$ cat src/inc/stepgen_pkg.sv
package stepgen_pkg;

    // ------------------------------------------------------------
    // Timing
    // ------------------------------------------------------------
    localparam int CLK_FREQ_HZ  = 200_000_000;
    localparam int IDLE_TIME_MS = 500;
    localparam int IDLE_CYCLES  = (CLK_FREQ_HZ / 1000) * IDLE_TIME_MS;
    localparam int IDLE_CNT_W   = 27;

    // ------------------------------------------------------------
    // Position and resolution
    // ------------------------------------------------------------
    localparam int          POS_W        = 10;
    localparam int          MAG_W        = 8;
    localparam int          RES_SEL_W    = 4;
    localparam int          QUARTER      = 256;
    localparam logic [3:0]  RES_MAX_CODE = 4'h8;
    localparam logic [9:0]  POS_RESET    = 10'h000;

    // ------------------------------------------------------------
    // Register map
    // ------------------------------------------------------------
    localparam logic [7:0]  CTRL_OFS       = 8'h00;
    localparam logic [7:0]  STATUS_OFS     = 8'h04;
    localparam logic [7:0]  SINCOS_OFS     = 8'h08;
    localparam logic [7:0]  STEP_COUNT_OFS = 8'h0C;
    localparam int          CTRL_EN_BIT    = 0;
    localparam int          CTRL_SCALE_LSB = 8;
    localparam logic        CTRL_EN_RESET  = 1'b1;
    localparam logic [7:0]  SCALE_RESET    = 8'h80;
    localparam int          ST_FULL_BIT    = 12;
    localparam int          ST_RED_BIT     = 13;
    localparam int          ST_DIR_BIT     = 14;
    localparam int          ST_RES_LSB     = 16;
    localparam int          SC_COS_LSB     = 16;

    // ------------------------------------------------------------
    // Carriers
    // ------------------------------------------------------------
    typedef struct packed {
        logic       neg;
        logic [7:0] mag;
    } phase_word_type;

    typedef struct packed {
        phase_word_type sine;
        phase_word_type cosine;
    } sincos_type;

    localparam sincos_type SINCOS_RESET = '{
        sine:   '{neg: 1'b0, mag: 8'h00},
        cosine: '{neg: 1'b0, mag: 8'hFF}
    };

endpackage : stepgen_pkg

$ cat src/microstep_position_generator.sv
`timescale 1ns/1ps
// Overview of operation
// - Position moves only on rising step edge
// - Step size equals selected microstep increment
// - Direction captured at rising step edge
// - New direction applied before the step
// - Direction toggles alone change nothing
// - New resolution takes effect at next edge
// - Overshooting step lands on full step
// - Afterwards steps use selected increment
// - Up to 256 microsteps per full step
// - Nine-bit sine and cosine words out
// - Sine and cosine presented together
// - Two lookup tables give distinct pairs
// - Output disable does not block stepping
// - Reduce both currents after half-second idle
// - Reset disables outputs, restarts initial position
// - Outputs enabled while enable input high
// - Full-step flag high whole full-step time
// - Reset and enable act independent of step
module microstep_position_generator #(
    parameter int IDLE_CYCLES = stepgen_pkg::IDLE_CYCLES
) (
    // Clock and reset
    input  wire logic                   pclk,
    input  wire logic                   presetn,
    // APB slave
    input  wire logic                   psel,
    input  wire logic                   penable,
    input  wire logic                   pwrite,
    input  wire logic [7:0]             paddr,
    input  wire logic [31:0]            pwdata,
    input  wire logic [3:0]             pstrb,
    output logic      [31:0]            prdata,
    output logic                        pready,
    output logic                        pslverr,
    // Motion controller pins
    input  wire logic                   step_in,
    input  wire logic                   dir_in,
    input  wire logic [3:0]             resolution_select,
    input  wire logic                   out_enable_in,
    // Phase DAC side
    output stepgen_pkg::sincos_type     sincos,
    output logic                        phase_enable,
    output logic                        full_step,
    output logic                        current_reduced
);

    // ------------------------------------------------------------
    // Helpers
    // ------------------------------------------------------------
    function automatic int quarter_sine(input int u);
        int p;
        p = u * (512 - u);
        return (255 * 16 * p) / (5 * 262144 - 4 * p);
    endfunction : quarter_sine

    function automatic logic [8:0] res_inc(input logic [3:0] code);
        logic [3:0] c;
        c = (code > stepgen_pkg::RES_MAX_CODE) ? stepgen_pkg::RES_MAX_CODE : code;
        return 9'h100 >> c;
    endfunction : res_inc

    function automatic logic [7:0] scale(input logic [7:0] m, input logic [7:0] s,
                                         input logic red);
        logic [15:0] prod;
        prod = m * s;
        return red ? prod[15:8] : m;
    endfunction : scale

    // ------------------------------------------------------------
    // Pin synchronisers
    // ------------------------------------------------------------
    logic [6:0] pin_s1_q;
    logic [6:0] pin_s2_q;
    logic       step_prev_q;
    logic       step_rise;

    always_ff @(posedge pclk or negedge presetn)
    begin
        if (!presetn)
        begin
            pin_s1_q <= 7'h00;
            pin_s2_q <= 7'h00;
            step_prev_q <= 1'b0;
        end
        else
        begin
            pin_s1_q <= {out_enable_in, resolution_select, dir_in, step_in};
            pin_s2_q <= pin_s1_q;
            step_prev_q <= pin_s2_q[0];
        end
    end

    assign step_rise = pin_s2_q[0] & ~step_prev_q;

    // ------------------------------------------------------------
    // Latched direction and resolution
    // ------------------------------------------------------------
    logic       dir_q;
    logic [3:0] res_q;
    logic       dir_now;
    logic [3:0] res_now;

    // Fresh values at the edge win over the old latched ones
    assign dir_now = step_rise ? pin_s2_q[1] : dir_q;
    assign res_now = step_rise ? pin_s2_q[5:2] : res_q;

    always_ff @(posedge pclk or negedge presetn)
    begin
        if (!presetn)
        begin
            dir_q <= 1'b0;
            res_q <= 4'h0;
        end
        else if (step_rise)
        begin
            dir_q <= dir_now;
            res_q <= res_now;
        end
    end

    // ------------------------------------------------------------
    // Position generator
    // ------------------------------------------------------------
    logic [9:0] pos_q;
    logic [8:0] inc;
    logic [9:0] fwd_sum;
    logic [1:0] quad;
    logic [7:0] ofs;
    logic [9:0] pos_d;
    logic [31:0] step_count_q;

    assign inc     = res_inc(res_now);
    assign quad    = pos_q[9:8];
    assign ofs     = pos_q[7:0];
    assign fwd_sum = {2'b00, ofs} + {1'b0, inc};

    always_comb
    begin
        pos_d = pos_q;
        if (dir_now)
        begin
            if (fwd_sum > 10'(stepgen_pkg::QUARTER))
                pos_d = {2'(quad + 2'd1), 8'h00};
            else
                pos_d = pos_q + {1'b0, inc};
        end
        else
        begin
            if (ofs != 8'h00 && {1'b0, ofs} < inc)
                pos_d = {quad, 8'h00};
            else
                pos_d = pos_q - {1'b0, inc};
        end
    end

    // Stepping continues while outputs are disabled
    always_ff @(posedge pclk or negedge presetn)
    begin
        if (!presetn)
            pos_q <= stepgen_pkg::POS_RESET;
        else if (step_rise)
            pos_q <= pos_d;
    end

    always_ff @(posedge pclk or negedge presetn)
    begin
        if (!presetn)
            step_count_q <= 32'h0000_0000;
        else if (step_rise)
            step_count_q <= step_count_q + 32'h0000_0001;
    end

    // ------------------------------------------------------------
    // Sine and cosine tables
    // ------------------------------------------------------------
    logic [7:0] sin_rom [0:255];
    logic [7:0] cos_rom [0:255];

    for (genvar i = 0; i < 256; i++)
    begin : g_rom
        assign sin_rom[i] = 8'(quarter_sine(i));
        assign cos_rom[i] = 8'(quarter_sine(256 - i));
    end

    stepgen_pkg::sincos_type lut;

    // Odd quadrants swap tables, signs follow the quadrant
    always_comb
    begin
        lut.sine.neg   = quad[1];
        lut.cosine.neg = quad[0] ^ quad[1];
        lut.sine.mag   = quad[0] ? cos_rom[ofs] : sin_rom[ofs];
        lut.cosine.mag = quad[0] ? sin_rom[ofs] : cos_rom[ofs];
    end

    // ------------------------------------------------------------
    // Idle current reduction
    // ------------------------------------------------------------
    logic [26:0] idle_cnt_q;
    logic        reduce_en_q;
    logic [7:0]  scale_q;
    logic        idle_done;

    assign idle_done = (idle_cnt_q >= 27'(IDLE_CYCLES - 1));

    always_ff @(posedge pclk or negedge presetn)
    begin
        if (!presetn)
            idle_cnt_q <= 27'h0;
        else if (step_rise)
            idle_cnt_q <= 27'h0;
        else if (!idle_done)
            idle_cnt_q <= idle_cnt_q + 27'h1;
    end

    always_ff @(posedge pclk or negedge presetn)
    begin
        if (!presetn)
            current_reduced <= 1'b0;
        else if (step_rise)
            current_reduced <= 1'b0;
        else
            current_reduced <= idle_done & reduce_en_q;
    end

    // ------------------------------------------------------------
    // Phase outputs
    // ------------------------------------------------------------
    always_ff @(posedge pclk or negedge presetn)
    begin
        if (!presetn)
            sincos <= stepgen_pkg::SINCOS_RESET;
        else
        begin
            sincos.sine.neg    <= lut.sine.neg;
            sincos.cosine.neg  <= lut.cosine.neg;
            sincos.sine.mag    <= scale(lut.sine.mag, scale_q, current_reduced);
            sincos.cosine.mag  <= scale(lut.cosine.mag, scale_q, current_reduced);
        end
    end

    always_ff @(posedge pclk or negedge presetn)
    begin
        if (!presetn)
        begin
            phase_enable <= 1'b0;
            full_step    <= 1'b1;
        end
        else
        begin
            phase_enable <= pin_s2_q[6];
            full_step    <= (ofs == 8'h00);
        end
    end

    // ------------------------------------------------------------
    // APB slave
    // ------------------------------------------------------------
    logic        access;
    logic        done;
    logic        mapped;
    logic [31:0] rd_val;

    assign access = psel & penable;
    assign done   = access & pready;
    assign mapped = (paddr == stepgen_pkg::CTRL_OFS) | (paddr == stepgen_pkg::STATUS_OFS)
                  | (paddr == stepgen_pkg::SINCOS_OFS)
                  | (paddr == stepgen_pkg::STEP_COUNT_OFS);

    always_comb
    begin
        rd_val = 32'h0000_0000;
        unique case (paddr)
            stepgen_pkg::CTRL_OFS:
            begin
                rd_val[stepgen_pkg::CTRL_EN_BIT] = reduce_en_q;
                rd_val[stepgen_pkg::CTRL_SCALE_LSB +: 8] = scale_q;
            end
            stepgen_pkg::STATUS_OFS:
            begin
                rd_val[9:0] = pos_q;
                rd_val[stepgen_pkg::ST_FULL_BIT] = full_step;
                rd_val[stepgen_pkg::ST_RED_BIT] = current_reduced;
                rd_val[stepgen_pkg::ST_DIR_BIT] = dir_q;
                rd_val[stepgen_pkg::ST_RES_LSB +: 4] = res_q;
            end
            stepgen_pkg::SINCOS_OFS:
            begin
                rd_val[8:0] = sincos.sine;
                rd_val[stepgen_pkg::SC_COS_LSB +: 9] = sincos.cosine;
            end
            stepgen_pkg::STEP_COUNT_OFS:
                rd_val = step_count_q;
            default:
                rd_val = 32'h0000_0000;
        endcase
    end

    always_ff @(posedge pclk or negedge presetn)
    begin
        if (!presetn)
        begin
            pready  <= 1'b0;
            pslverr <= 1'b0;
            prdata  <= 32'h0000_0000;
        end
        else if (access && !pready)
        begin
            pready  <= 1'b1;
            pslverr <= ~mapped;
            prdata  <= pwrite ? 32'h0000_0000 : rd_val;
        end
        else
        begin
            pready  <= 1'b0;
            pslverr <= 1'b0;
            prdata  <= 32'h0000_0000;
        end
    end

    always_ff @(posedge pclk or negedge presetn)
    begin
        if (!presetn)
        begin
            reduce_en_q <= stepgen_pkg::CTRL_EN_RESET;
            scale_q     <= stepgen_pkg::SCALE_RESET;
        end
        else if (done && pwrite && paddr == stepgen_pkg::CTRL_OFS)
        begin
            if (pstrb[0])
                reduce_en_q <= pwdata[stepgen_pkg::CTRL_EN_BIT];
            if (pstrb[1])
                scale_q <= pwdata[stepgen_pkg::CTRL_SCALE_LSB +: 8];
        end
    end

endmodule : microstep_position_generator

$ cat config.mk
export PLATFORM = sky130hd
export DESIGN_NAME = microstep_position_generator
export DESIGN_NICKNAME = d
export VERILOG_FILES = /design/src/inc/stepgen_pkg.sv /design/src/microstep_position_generator.sv
export SDC_FILE = /design/constraint.sdc
export NUM_CORES = 1
export LEC_CHECK = 0
export CORE_MARGIN = 3
export CORE_UTILIZATION = 55
export DETAILED_ROUTE_END_ITERATION = 7
export DONT_BUFFER_PORTS = 1
export PLACE_DENSITY = 0.7
export RECOVER_POWER = 50
export SLEW_MARGIN = 25
export SYNTH_ARGS = -nofsm -noshare
export SYNTH_HDL_FRONTEND = slang
export SYNTH_SLANG_ARGS = --single-unit
export TNS_END_PERCENT = 30
$ cat constraint.sdc
create_clock -name pclk -period 10.15 [get_ports pclk]
set_clock_uncertainty 0.1 [all_clocks]
set_input_delay 1.015 -clock pclk [delete_from_list [all_inputs] [get_ports pclk]]
set_output_delay 1.015 -clock pclk [all_outputs]
set_load 0.01 [all_outputs]
# Word level (Yosys, flattened, before mapping)
# Memory sizes are Yosys's and may differ from the RTL's.
# Cells that the tools add are included.
# Widths: inputs -> output; s select.
[totals] inputBits=56 register_bits=153 mem_bits_ro=4096 out_inout_bits=55 n_memories=2 wordCells=95
[memory_table] memory="(name not given)" words=256 width=8 read_ports=1 rd_ports_with_merged_regs=0 write_ports=0 line="microstep_position_generator.sv:195" text="lut.cosine.mag = quad[0] ? sin_rom[ofs] : cos_rom[ofs];"
[memory_table] memory="(name not given)" words=256 width=8 read_ports=1 rd_ports_with_merged_regs=0 write_ports=0 line="microstep_position_generator.sv:195"
[classes] n_addsub=6 n_bitwise=11 reduce_logical=11 mul=2 muxes=31 magnitude_cmp=5 n_eq_ne=5 shift=1
[op_table] op="$mux 32" n=2
[op_table] op="$mux 8" n=8
[op_table] op="$mux 27" n=2
[op_table] op="$add 32x1->32 const B" n=1
[op_table] op="$mul 8x8->16" n=2
[op_table] op="$mux 10" n=3
[op_table] op="$add 27x1->27 const B" n=1
[op_table] op="$ge 27x27->1 const B" n=1
[op_table] op="$pmux 7 s3" n=1
[op_table] op="$eq 8x4->1 const B" n=2
[op_table] op="$logic_not 8->1" n=2
[op_table] op="$pmux 4 s3" n=1
[op_table] op="$add 10x9->10" n=1
[op_table] op="$add 8x9->10" n=1
[op_table] op="$gt 10x9->1 const B" n=1
[op_table] op="$pmux 5 s2" n=1
[op_table] op="$sub 10x9->10" n=1
[op_table] op="$ge 9x9->1 const B" n=1
[op_table] op="$lt 8x9->1" n=1
[op_table] op="$not 8->9" n=1
[op_table] op="$pmux 3 s3" n=1
[op_table] op="$shr 9x4->9 const A" n=1
[op_table] op="$eq 8x3->1 const B" n=1
[op_table] op="$mux 4" n=2
[op_table] op="17 further kinds" n=33

# Logic depth before layout (Yosys ltp)
# Gate-level depths: netlist of the first run.
[logic_depth] ltp_word=10 ltp_mapped=30 ltp_nobuf=27

# Worst setup path after synthesis of the first run
# No wires, ideal clock.
[synth_path] path_kind="reg-to-reg" start="register pos_q[1]" end="register sincos[16] (netlist bit)" path_stages_with_launch=28 setup_ns=0.136 path_slack_ns=3.179 n_path_buf=3 required_ns=9.914 synth_period_minus_slack_ns=6.971 arrival_ns=6.735 cell_sequence="dfrtp_1 -> clkbuf_1 -> inv_1 -> ha_1 -> clkbuf_1 -> nand2b_1 -> buf_2 -> nand3_1 -> nor3b_1 -> o21ai_0 -> a21oi_1 -> a31oi_1 -> o221ai_1 -> mux2i_1 -> nand2b_1 -> fa_1 -> fa_1 -> inv_1 -> fa_1 -> fa_1 -> ha_1 -> a2111o_1 -> a31o_2 -> a41oi_4 -> o21ai_2 -> a221o_1 -> xnor2_1 -> a21oi_1"
[synth_between] elab_chain_cells=7 word_cells_on_any_way=10 cone_classes="1 x mul; 6 x mux; 1 x bitwise; 2 x memory"
[synth_lines] element="start: declaration" line="microstep_position_generator.sv:126" text="logic [9:0] pos_q;"
[synth_lines] element="start signal: assignment" line="microstep_position_generator.sv:162" text="pos_q <= stepgen_pkg::POS_RESET;"
[synth_lines] element="start signal: assignment" line="microstep_position_generator.sv:164" text="pos_q <= pos_d;"
[synth_lines] element="$not 8->9 (not written as such) (*)" line="microstep_position_generator.sv:194" text="lut.sine.mag = quad[0] ? cos_rom[ofs] : sin_rom[ofs];"
[synth_lines] element="$mem_v2 256x8"
[synth_lines] element="$mux 8 (2 in a row)"
[synth_lines] element="$mux 8 (*)" line="microstep_position_generator.sv:194"
[synth_lines] element="$mul 8x8->16" line="microstep_position_generator.sv:67" text="prod = m * s;"
[synth_lines] element="$mux 8 (*)" line="microstep_position_generator.sv:68" text="return red ? prod[15:8] : m;"
[synth_lines] element="end signal: assignment" line="microstep_position_generator.sv:234" text="sincos <= stepgen_pkg::SINCOS_RESET;"
[synth_lines] element="end: declaration" line="microstep_position_generator.sv:43" text="output stepgen_pkg::sincos_type sincos,"
# Every way passes the cells marked *; elsewhere a longest branch is shown, timed or not. The select of a mux whose other input is x is not followed.
# A chain may end at the register's enable or synchronous reset.

# Worst setup path after layout of the first run
[layout_path] start="register pos_q[2]" end="register sincos[3] (netlist bit)"
[layout_between] elab_chain_cells=7 word_cells_on_any_way=10 cone_classes="1 x mul; 6 x mux; 1 x bitwise; 2 x memory"
[layout_lines] element="$not 8->9 (not written as such) (*)" line="microstep_position_generator.sv:195"
[layout_lines] element="$mem_v2 256x8"
[layout_lines] element="$mux 8 (not written as such) (2 in a row)" line="microstep_position_generator.sv:195"
[layout_lines] element="$mux 8 (*)" line="microstep_position_generator.sv:195"
[layout_lines] element="$mul 8x8->16" line="microstep_position_generator.sv:67"
[layout_lines] element="$mux 8 (*)" line="microstep_position_generator.sv:68"
# Marks and branches as above.

==> results of run 1 <==
how the worst max path moves through the flow:
stage                           end
6_report        sincos[3]$_DFF_PN1_
5_1_grt         sincos[3]$_DFF_PN1_
4_1_cts         sincos[3]$_DFF_PN1_
3_5_place_dp    sincos[3]$_DFF_PN1_
3_3_place_gp    sincos[3]$_DFF_PN1_
2_1_floorplan  sincos[16]$_DFF_PN0_
routing by layer:
metal,up-vias,GRT usage,part of all wire
li1,5598,-,-
met1,5943,0.401,0.44
met2,573,0.425,0.45
met3,102,0.0437,0.077
met4,2,0.117,0.034
met5,-,0,0.00043
sequential cells by signal (all words and copies together), names as in the netlist, 4 cells and up:
name / cells
prdata: 32
step_count_q: 32
idle_cnt_q: 27
sincos: 18
pos_q: 10
scale_q: 8
pin_s1_q: 7
pin_s2_q: 7
res_q: 4
critical path: stages, from the launching register on:
cell and delay [ps]:
dfrtp_2 800, buf_4 480, nand2b_1 490, nand3_1 170, nor3b_1 190, o21ai_0 190, a21oi_1 130, a31oi_1 200
o221ai_1 200, mux2i_1 560, inv_1 200, nand2_1 130, fa_1 460, fa_1 550, inv_1 60, fa_1 500
fa_1 500, ha_1 250, a2111oi_0 670, o21ai_0 430, o31ai_4 350, and2b_1 190, xnor2_1 60, mux2_2 270
placed cells by master, fill, tap and decap left out, drive strengths merged, types with 16 or more instances in the layout:
cell,Yosys,final
nor2,166,166
inv,146,155
dfrtp,142,142
nand2,138,138
a21oi,106,106
ha,98,98
and2,93,93
o21ai,77,77
fa,72,72
nand3,46,46
xnor2,45,45
mux2i,38,38
nor3,31,31
xor2,28,28
nand2b,27,27
o211ai,24,24
mux2,23,23
and3,21,21
clkbuf,48,18
nor2b,17,17
a31oi,16,16
a211oi,16,16
through the flow:
stage	power [W]	util
after global routing	0.00400	0.592
after global placement	0.00305	0.568
after CTS	0.00373	0.592
after detailed placement	0.00306	0.568
final	0.00379	0.592
after floorplan	0.00244	-
synth_stat cells, types with 7 or more instances:
library cell | count | area [sq um]
buf_1 | 12 | 45.0
ha_1 | 98 | 1230
a21o_1 | 13 | 97.6
and2_1 | 92 | 576
o22ai_1 | 8 | 50.1
xor2_1 | 28 | 245
xnor2_1 | 45 | 394
o21ai_0 | 68 | 340
a311oi_1 | 8 | 70.1
mux2_2 | 22 | 248
nand3_1 | 46 | 230
nand4_1 | 14 | 87.6
dfstp_2 | 11 | 289
a21oi_1 | 104 | 521
buf_6 | 7 | 78.8
o211ai_1 | 23 | 173
or3_1 | 8 | 50.1
nor3_1 | 28 | 140
a31oi_1 | 16 | 100
fa_1 | 72 | 1440
inv_1 | 143 | 537
clkbuf_1 | 48 | 180
nand2b_1 | 27 | 169
nor2b_1 | 16 | 100
nand2_1 | 138 | 518
dfrtp_1 | 142 | 3550
mux2i_1 | 35 | 350
o221ai_1 | 7 | 61.3
nor2_1 | 165 | 619
and3_1 | 21 | 131
a211oi_1 | 15 | 113
o21ai_1 | 7 | 35.0
buf_2 | 22 | 110
cells by family (layout without fill, tap and decap cells):
| logic type | count (synthesis) | count (layout) | synth area share |
|---|---|---|---|
| AND/OR/NAND/NOR | 596 | 596 | 0.207 |
| adder cells (fa/ha/maj) | 170 | 170 | 0.187 |
| buffers and inverters | 239 | 196 | 0.0690 |
| flip-flops | 153 | 153 | 0.269 |
| multiplexers | 66 | 66 | 0.0547 |
| AO/OA/AOI/OAI | 357 | 357 | 0.168 |
| XOR/XNOR | 73 | 73 | 0.0448 |
area by class of cell:
class | instances | area [sq um] | area share
Clock buffer | 17 | 425 | 0.0284
Clock inverter | 15 | 181 | 0.0121
Inverter | 148 | 556 | 0.0371
Multi-Input combinational cell | 1262 | 9450 | 0.631
Sequential cell | 153 | 3850 | 0.257
Tap cell | 330 | 413 | 0.0275
Timing Repair Buffer | 16 | 116 | 0.00776
power by group through the flow:
stage               clock (W)  sequential [W]  combinational, W
global placement            0        0.000882           0.00216
CTS                  0.000668        0.000873           0.00219
floorplan                   0        0.000792           0.00165
detailed placement          0        0.000883           0.00218
finish               0.000663        0.000875           0.00225
global route         0.000692        0.000886           0.00242
==> summary.txt, run 1 <==
Final layout
  • Design area: 15000 sq um
  • Share of layout cells above drive strength 1: 0.0795
  • Ant diodes: 0
  • Fill count: around 2200
  • Synth-to-layout area growth: 4.99%
  • Fin cells: between 1500 and 2000
  • Fin nets: 1824

Hold path
  • Hold Path Class: in -> async

Clocking
  • Clk_lat worst skew: between 400 and 500 ps
  • # hold bufs at CTS: 0
  • Post-CTS resize count: 0
  • Clock buffer depth: 2
  • Setup bufs post-CTS: 0
  • CTS tree: yes
  • TritonCTS Buffers: 17
  • Clock Sinks: around 150
  • Clk pin slew, worst setup/hold paths: about 70 ps
  • Root buffer cell: clkbuf_16
  • H-tree depth: 4

Critical path
  • Endpoint class of the critical path: flip-flop
  • Critical R2R Launch: pos_q[2]$_DFFE_PN0P_
  • CP Launch Point: pos_q[2]$_DFFE_PN0P_
  • Crit Path Max Fanout: 39
  • Worst R2R Path Depth: 23
  • Crit Reg-Reg Endpoint: sincos[3]$_DFF_PN1_
  • Critical Path Start Type: flip-flop
  • Crit path kind: reg -> reg
  • Reg2reg setup slack: 1910 ps
  • CP arrival: approximately 8500 ps
  • Req. time, crit path: 10400 ps

Pwr
  • Clock power share: 0.175
  • Psw: just under 0.002 W
  • Seq pwr share: 0.231
  • Logic pwr share: 0.594
  • Leakage: about 7.0 nW
  • Int Pwr: roughly 0.0018 W
  • Switch share: 0.515
  • PwrDens: about 250 nW/um^2
  • Worst VDD drop: approximately 0.00018 V

Timing
  • Hold_ws: approximately 180 ps
  • Pins Over Slew Limit: 45
  • Final hold viol count: 0
  • Slew @ Worst Pin: approximately 1900 ps
  • Minimum clock period: between 8000 and 9000 ps
  • Final period util: 0.812
  • Setup TNS: 0 ps
  • Final worst setup slack: between 1500 and 2000 ps
  • Unrepaired setup endpoints after global routing: no
  • Final setup fails: 0
  • FMAX: about 120 MHz
  • Max-Slew Margin vs Limit: -0.269

Drt
  • DR iter-0 viols: approximately 1200
  • Vias post-DR: ~12000
  • 1st-pass router iterations: 6
  • Vias per inst: 6.29
  • Antenna viol nets, final: 0
  • Final wirelength: ~40000 um
  • DR WL/cell: around 20 um
  • DRC Markers: 0

Placed design
  • Cell Area, Placed: 14400 sq um
  • GPL Wtd Cong: between 0.9 and 1
  • PortBufs: 0
  • Dpl ws: roughly 2100 ps
  • DP HPWL: 27800 um
  • Placed instance count: about 1900

Floorplanning
  • Ports: between 100 and 150
  • Core Region: 25300 sq um
  • Starting density of the core: 0.564
  • Die Wd: 167 um
  • FP Rows: 58
  • Die height: ~170 um
  • Die area: about 28000 sq um

Logic synthesis
  • #FFs+latches synth: between 150 and 200
  • Mapped Area: roughly 14000 sq um
  • Synthesized area per cell: around 8.6 sq um
  • Post-synth ARST share: 1.00
  • Syn nets: around 1900
  • Commonest register cell after synthesis: dfrtp_1
  • Netlist cell types: between 90 and 100
  • Mapped Cells: 1654
  • Number of synthesis warnings: 0
  • Number of enable flip-flop cells after synthesis: 0
  • Sequential area share after synthesis: 0.269

Run
  • Max cap viols: 1

GRT
  • Gr usage total: 0.280
  • First-pass GRT wire length: around 64000 um
  • Total gr overflow: 0
  • Number of global-route vias before repair: 11800
  • Initial antenna violation count: 1
  • Largest net degree at the start of global routing: 154

Status
  • Status: finished, violations left
  • Failing checks: capacitance limit, slew limit
(Power assumes the default switching activity.)
==> run 2: changes to the inputs <==
- ABC_AREA: default -> 1
- clock period: 10.15 -> 8.4 ns (I/O delays scaled with it)
==> summary.txt, run 2 <==
Status
  • Status: finished, violations left (unchanged)
  • Failing checks: capacitance limit, slew limit (unchanged)

Timing
  • Minimum clock period: 7020 ps (was 8240 ps)
  • FMAX: 142 MHz (was 121 MHz)
  • Slew @ Worst Pin: 5370 ps (was 1900 ps)
  • Pins Over Slew Limit: 135 (was 45)
  • Setup TNS: 0 ps (unchanged)
  • Final worst setup slack: 1380 ps (was 1910 ps)
  • Final period util: 0.836 (was 0.812)
  • Unrepaired setup endpoints after global routing: no (unchanged)
  • Final setup fails: 0 (unchanged)
  • Final hold viol count: 0 (unchanged)
  • Max-Slew Margin vs Limit: -2.58 (was -0.269)

Clocking
  • TritonCTS Buffers: 17 (unchanged)
  • Clk_lat worst skew: 440 ps (was 430 ps)
  • H-tree depth: 4 (unchanged)
  • Clk pin slew, worst setup/hold paths: 90 ps (was 70 ps)
  • Root buffer cell: clkbuf_16 (unchanged)
  • Setup bufs post-CTS: 0 (unchanged)
  • Clock Sinks: 153 (unchanged)
  • CTS tree: yes (unchanged)
  • Post-CTS resize count: 0 (unchanged)
  • Clock buffer depth: 2 (unchanged)

GRT
  • Largest net degree at the start of global routing: 95 (was 154)
  • Total gr overflow: 0 (unchanged)
  • Gr usage total: 0.310 (was 0.280)
  • Initial antenna violation count: 0 (was 1)
  • Number of global-route vias before repair: 13300 (was 11800)
  • First-pass GRT wire length: 70600 um (was 63600 um)

Logic synthesis
  • Post-synth ARST share: 1.00 (unchanged)
  • Top cells by count, synth: nand2_1, inv_1, nor2_1 (was nor2_1, inv_1, dfrtp_1)
  • Mapped Cells: 2045 (was 1654)
  • Number of enable flip-flop cells after synthesis: 0 (unchanged)
  • #FFs+latches synth: 153 (unchanged)
  • Mapped Area: 14500 sq um (was 14300 sq um)
  • Number of synthesis warnings: 0 (unchanged)
  • Syn nets: 2271 (was 1880)
  • Sequential area share after synthesis: 0.265 (was 0.269)
  • Yosys top cell area share: 0.245 (was 0.249)
  • Most numerous cell in the Yosys netlist: nand2_1 (was nor2_1)
  • Synth area leader: dfrtp_1 (unchanged)
  • Synthesized area per cell: 7.08 sq um (was 8.63 sq um)
  • Area contributors post-synth: dfrtp_1, nand2_1, fa_1 (was dfrtp_1, fa_1, ha_1)
  • Commonest register cell after synthesis: dfrtp_1 (unchanged)
  • Netlist cell types: 57 (was 95)

Critical path
  • Endpoint class of the critical path: flip-flop (unchanged)
  • Reg2reg setup slack: 1380 ps (was 1910 ps)
  • Crit path buffers/inverters: 4 (was 3)
  • Crit Path Max Fanout: 12 (was 39)
  • Slowest CP cell: fa_1 (was dfrtp_2)
  • Req. time, crit path: 8620 ps (was 10400 ps)
  • Delay-heaviest family, CP: adder cells (unchanged)
  • Crit path kind: reg -> reg (unchanged)
  • Most used cell, CP: nand2_1 (was fa_1)
  • Critical Path Start Type: flip-flop (unchanged)
  • CP arrival: 7250 ps (was 8500 ps)
  • Delay of the slowest critical-path stage: 580 ps (was 800 ps)

Placed design
  • PortBufs: 0 (unchanged)
  • DP HPWL: 32500 um (was 27800 um)
  • GPL Wtd Cong: 1.01 (was 0.949)
  • Dpl ws: 1630 ps (was 2110 ps)

Final layout
  • Synth-to-layout area growth: 6.00% (was 4.99%)
  • Most frequent cells in the layout: nand2_1, inv_1, nor2_1, dfrtp_1, nand3_1 (was nor2_1, inv_1, dfrtp_1, nand2_1, a21oi_1)
  • Commonest non-fill, non-tap cell in the layout: nand2_1 (was nor2_1)
  • Top flop regs: prdata: 32 flops, step_count_q: 32 flops, idle_cnt_q: 27 flops (unchanged)
  • Share of layout cells above drive strength 1: 0.0618 (was 0.0795)
  • Fin nets: 2252 (was 1824)
  • Fin util: 0.601 (was 0.592)
  • Fill count: 2406 (was 2206)
  • Ant diodes: 0 (unchanged)

Floorplanning
  • Core Region: 25500 sq um (was 25300 sq um)
  • Die Wd: 168 um (was 167 um)
  • FP Rows: 58 (unchanged)
  • Die area: 28300 sq um (was 27900 sq um)
  • Starting density of the core: 0.567 (was 0.564)
  • Ports: 111 (unchanged)
  • Die height: 168 um (was 167 um)

Drt
  • Vias post-DR: 13900 (was 12200)
  • Antenna viol nets, final: 0 (unchanged)
  • Final wirelength: 44400 um (was 39600 um)
  • Vias per inst: 5.89 (was 6.29)
  • DRC Markers: 0 (unchanged)
  • DR WL/cell: 18.7 um (was 20.4 um)
  • 1st-pass router iterations: 6 (unchanged)
  • DR iter-0 viols: 1617 (was 1231)

Run
  • Max cap viols: 2 (was 1)

Hold path
  • Hold Path Class: in -> async (unchanged)
[run 2: kinds of logic after synthesis]
kind of cell	Yosys count	share of synthesized area
fa+ha+maj	170	0.184
flops	153	0.265
simple gates	1018	0.307
buf+inv	383	0.105
compound gates	273	0.110
xor+xnor	48	0.0290
[run 2: final cells by class]
type | count | area, sq um | share of cell area
Timing Repair Buffer | 24 | 171 | 0.0112
Sequential cell | 153 | 3840 | 0.250
Clock inverter | 15 | 175 | 0.0114
Multi-Input combinational cell | 1509 | 9120 | 0.594
Inverter | 321 | 1210 | 0.0786
Clock buffer | 17 | 425 | 0.0277
Tap cell | 330 | 413 | 0.0269
[run 2: repair_timing]
action | in CTS | in global routing
hold buffers | 3 | 0
hold endpoints to repair | 94 | 0
endpoints found under the setup margin | 0 | 0
[run 2: stage by stage]
stage               instances  hold WS (ps)  area [sq um]
global route             2369           116         15400
floorplan                2045           231         14500
detailed placement       2334           235         14700
CTS                      2369           123         15400
global placement         2334           236         14700
finish                   2369           143         15400
[run 2: path summary, 6_finish.rpt]
path,cells past startpoint,endpoint,from
max in group asynchronous,1,prdata[24]$_DFF_PN0_,presetn
min in group pclk,0,phase_enable$_DFF_PN0_,pin_s2_q[6]$_DFF_PN0_
max,26,sincos[16]$_DFF_PN0_,pos_q[1]$_DFFE_PN0P_
min reg2reg,0,phase_enable$_DFF_PN0_,pin_s2_q[6]$_DFF_PN0_
max reg2reg,26,sincos[16]$_DFF_PN0_,pos_q[1]$_DFFE_PN0P_
min,0,sincos[0]$_DFF_PN1_,presetn
[run 2: metal layers]
layer	wire length (um)	global-route usage	up-vias
li1	-	-	6513
met1	19100	0.439	6646
met2	20200	0.497	695
met3	3940	0.0427	94
met4	1150	0.0921	0
met5	0	0	-
Power of run 2 is not shown: default switching activity piles up to over one toggle a cycle in this logic, so the estimate is an artifact.
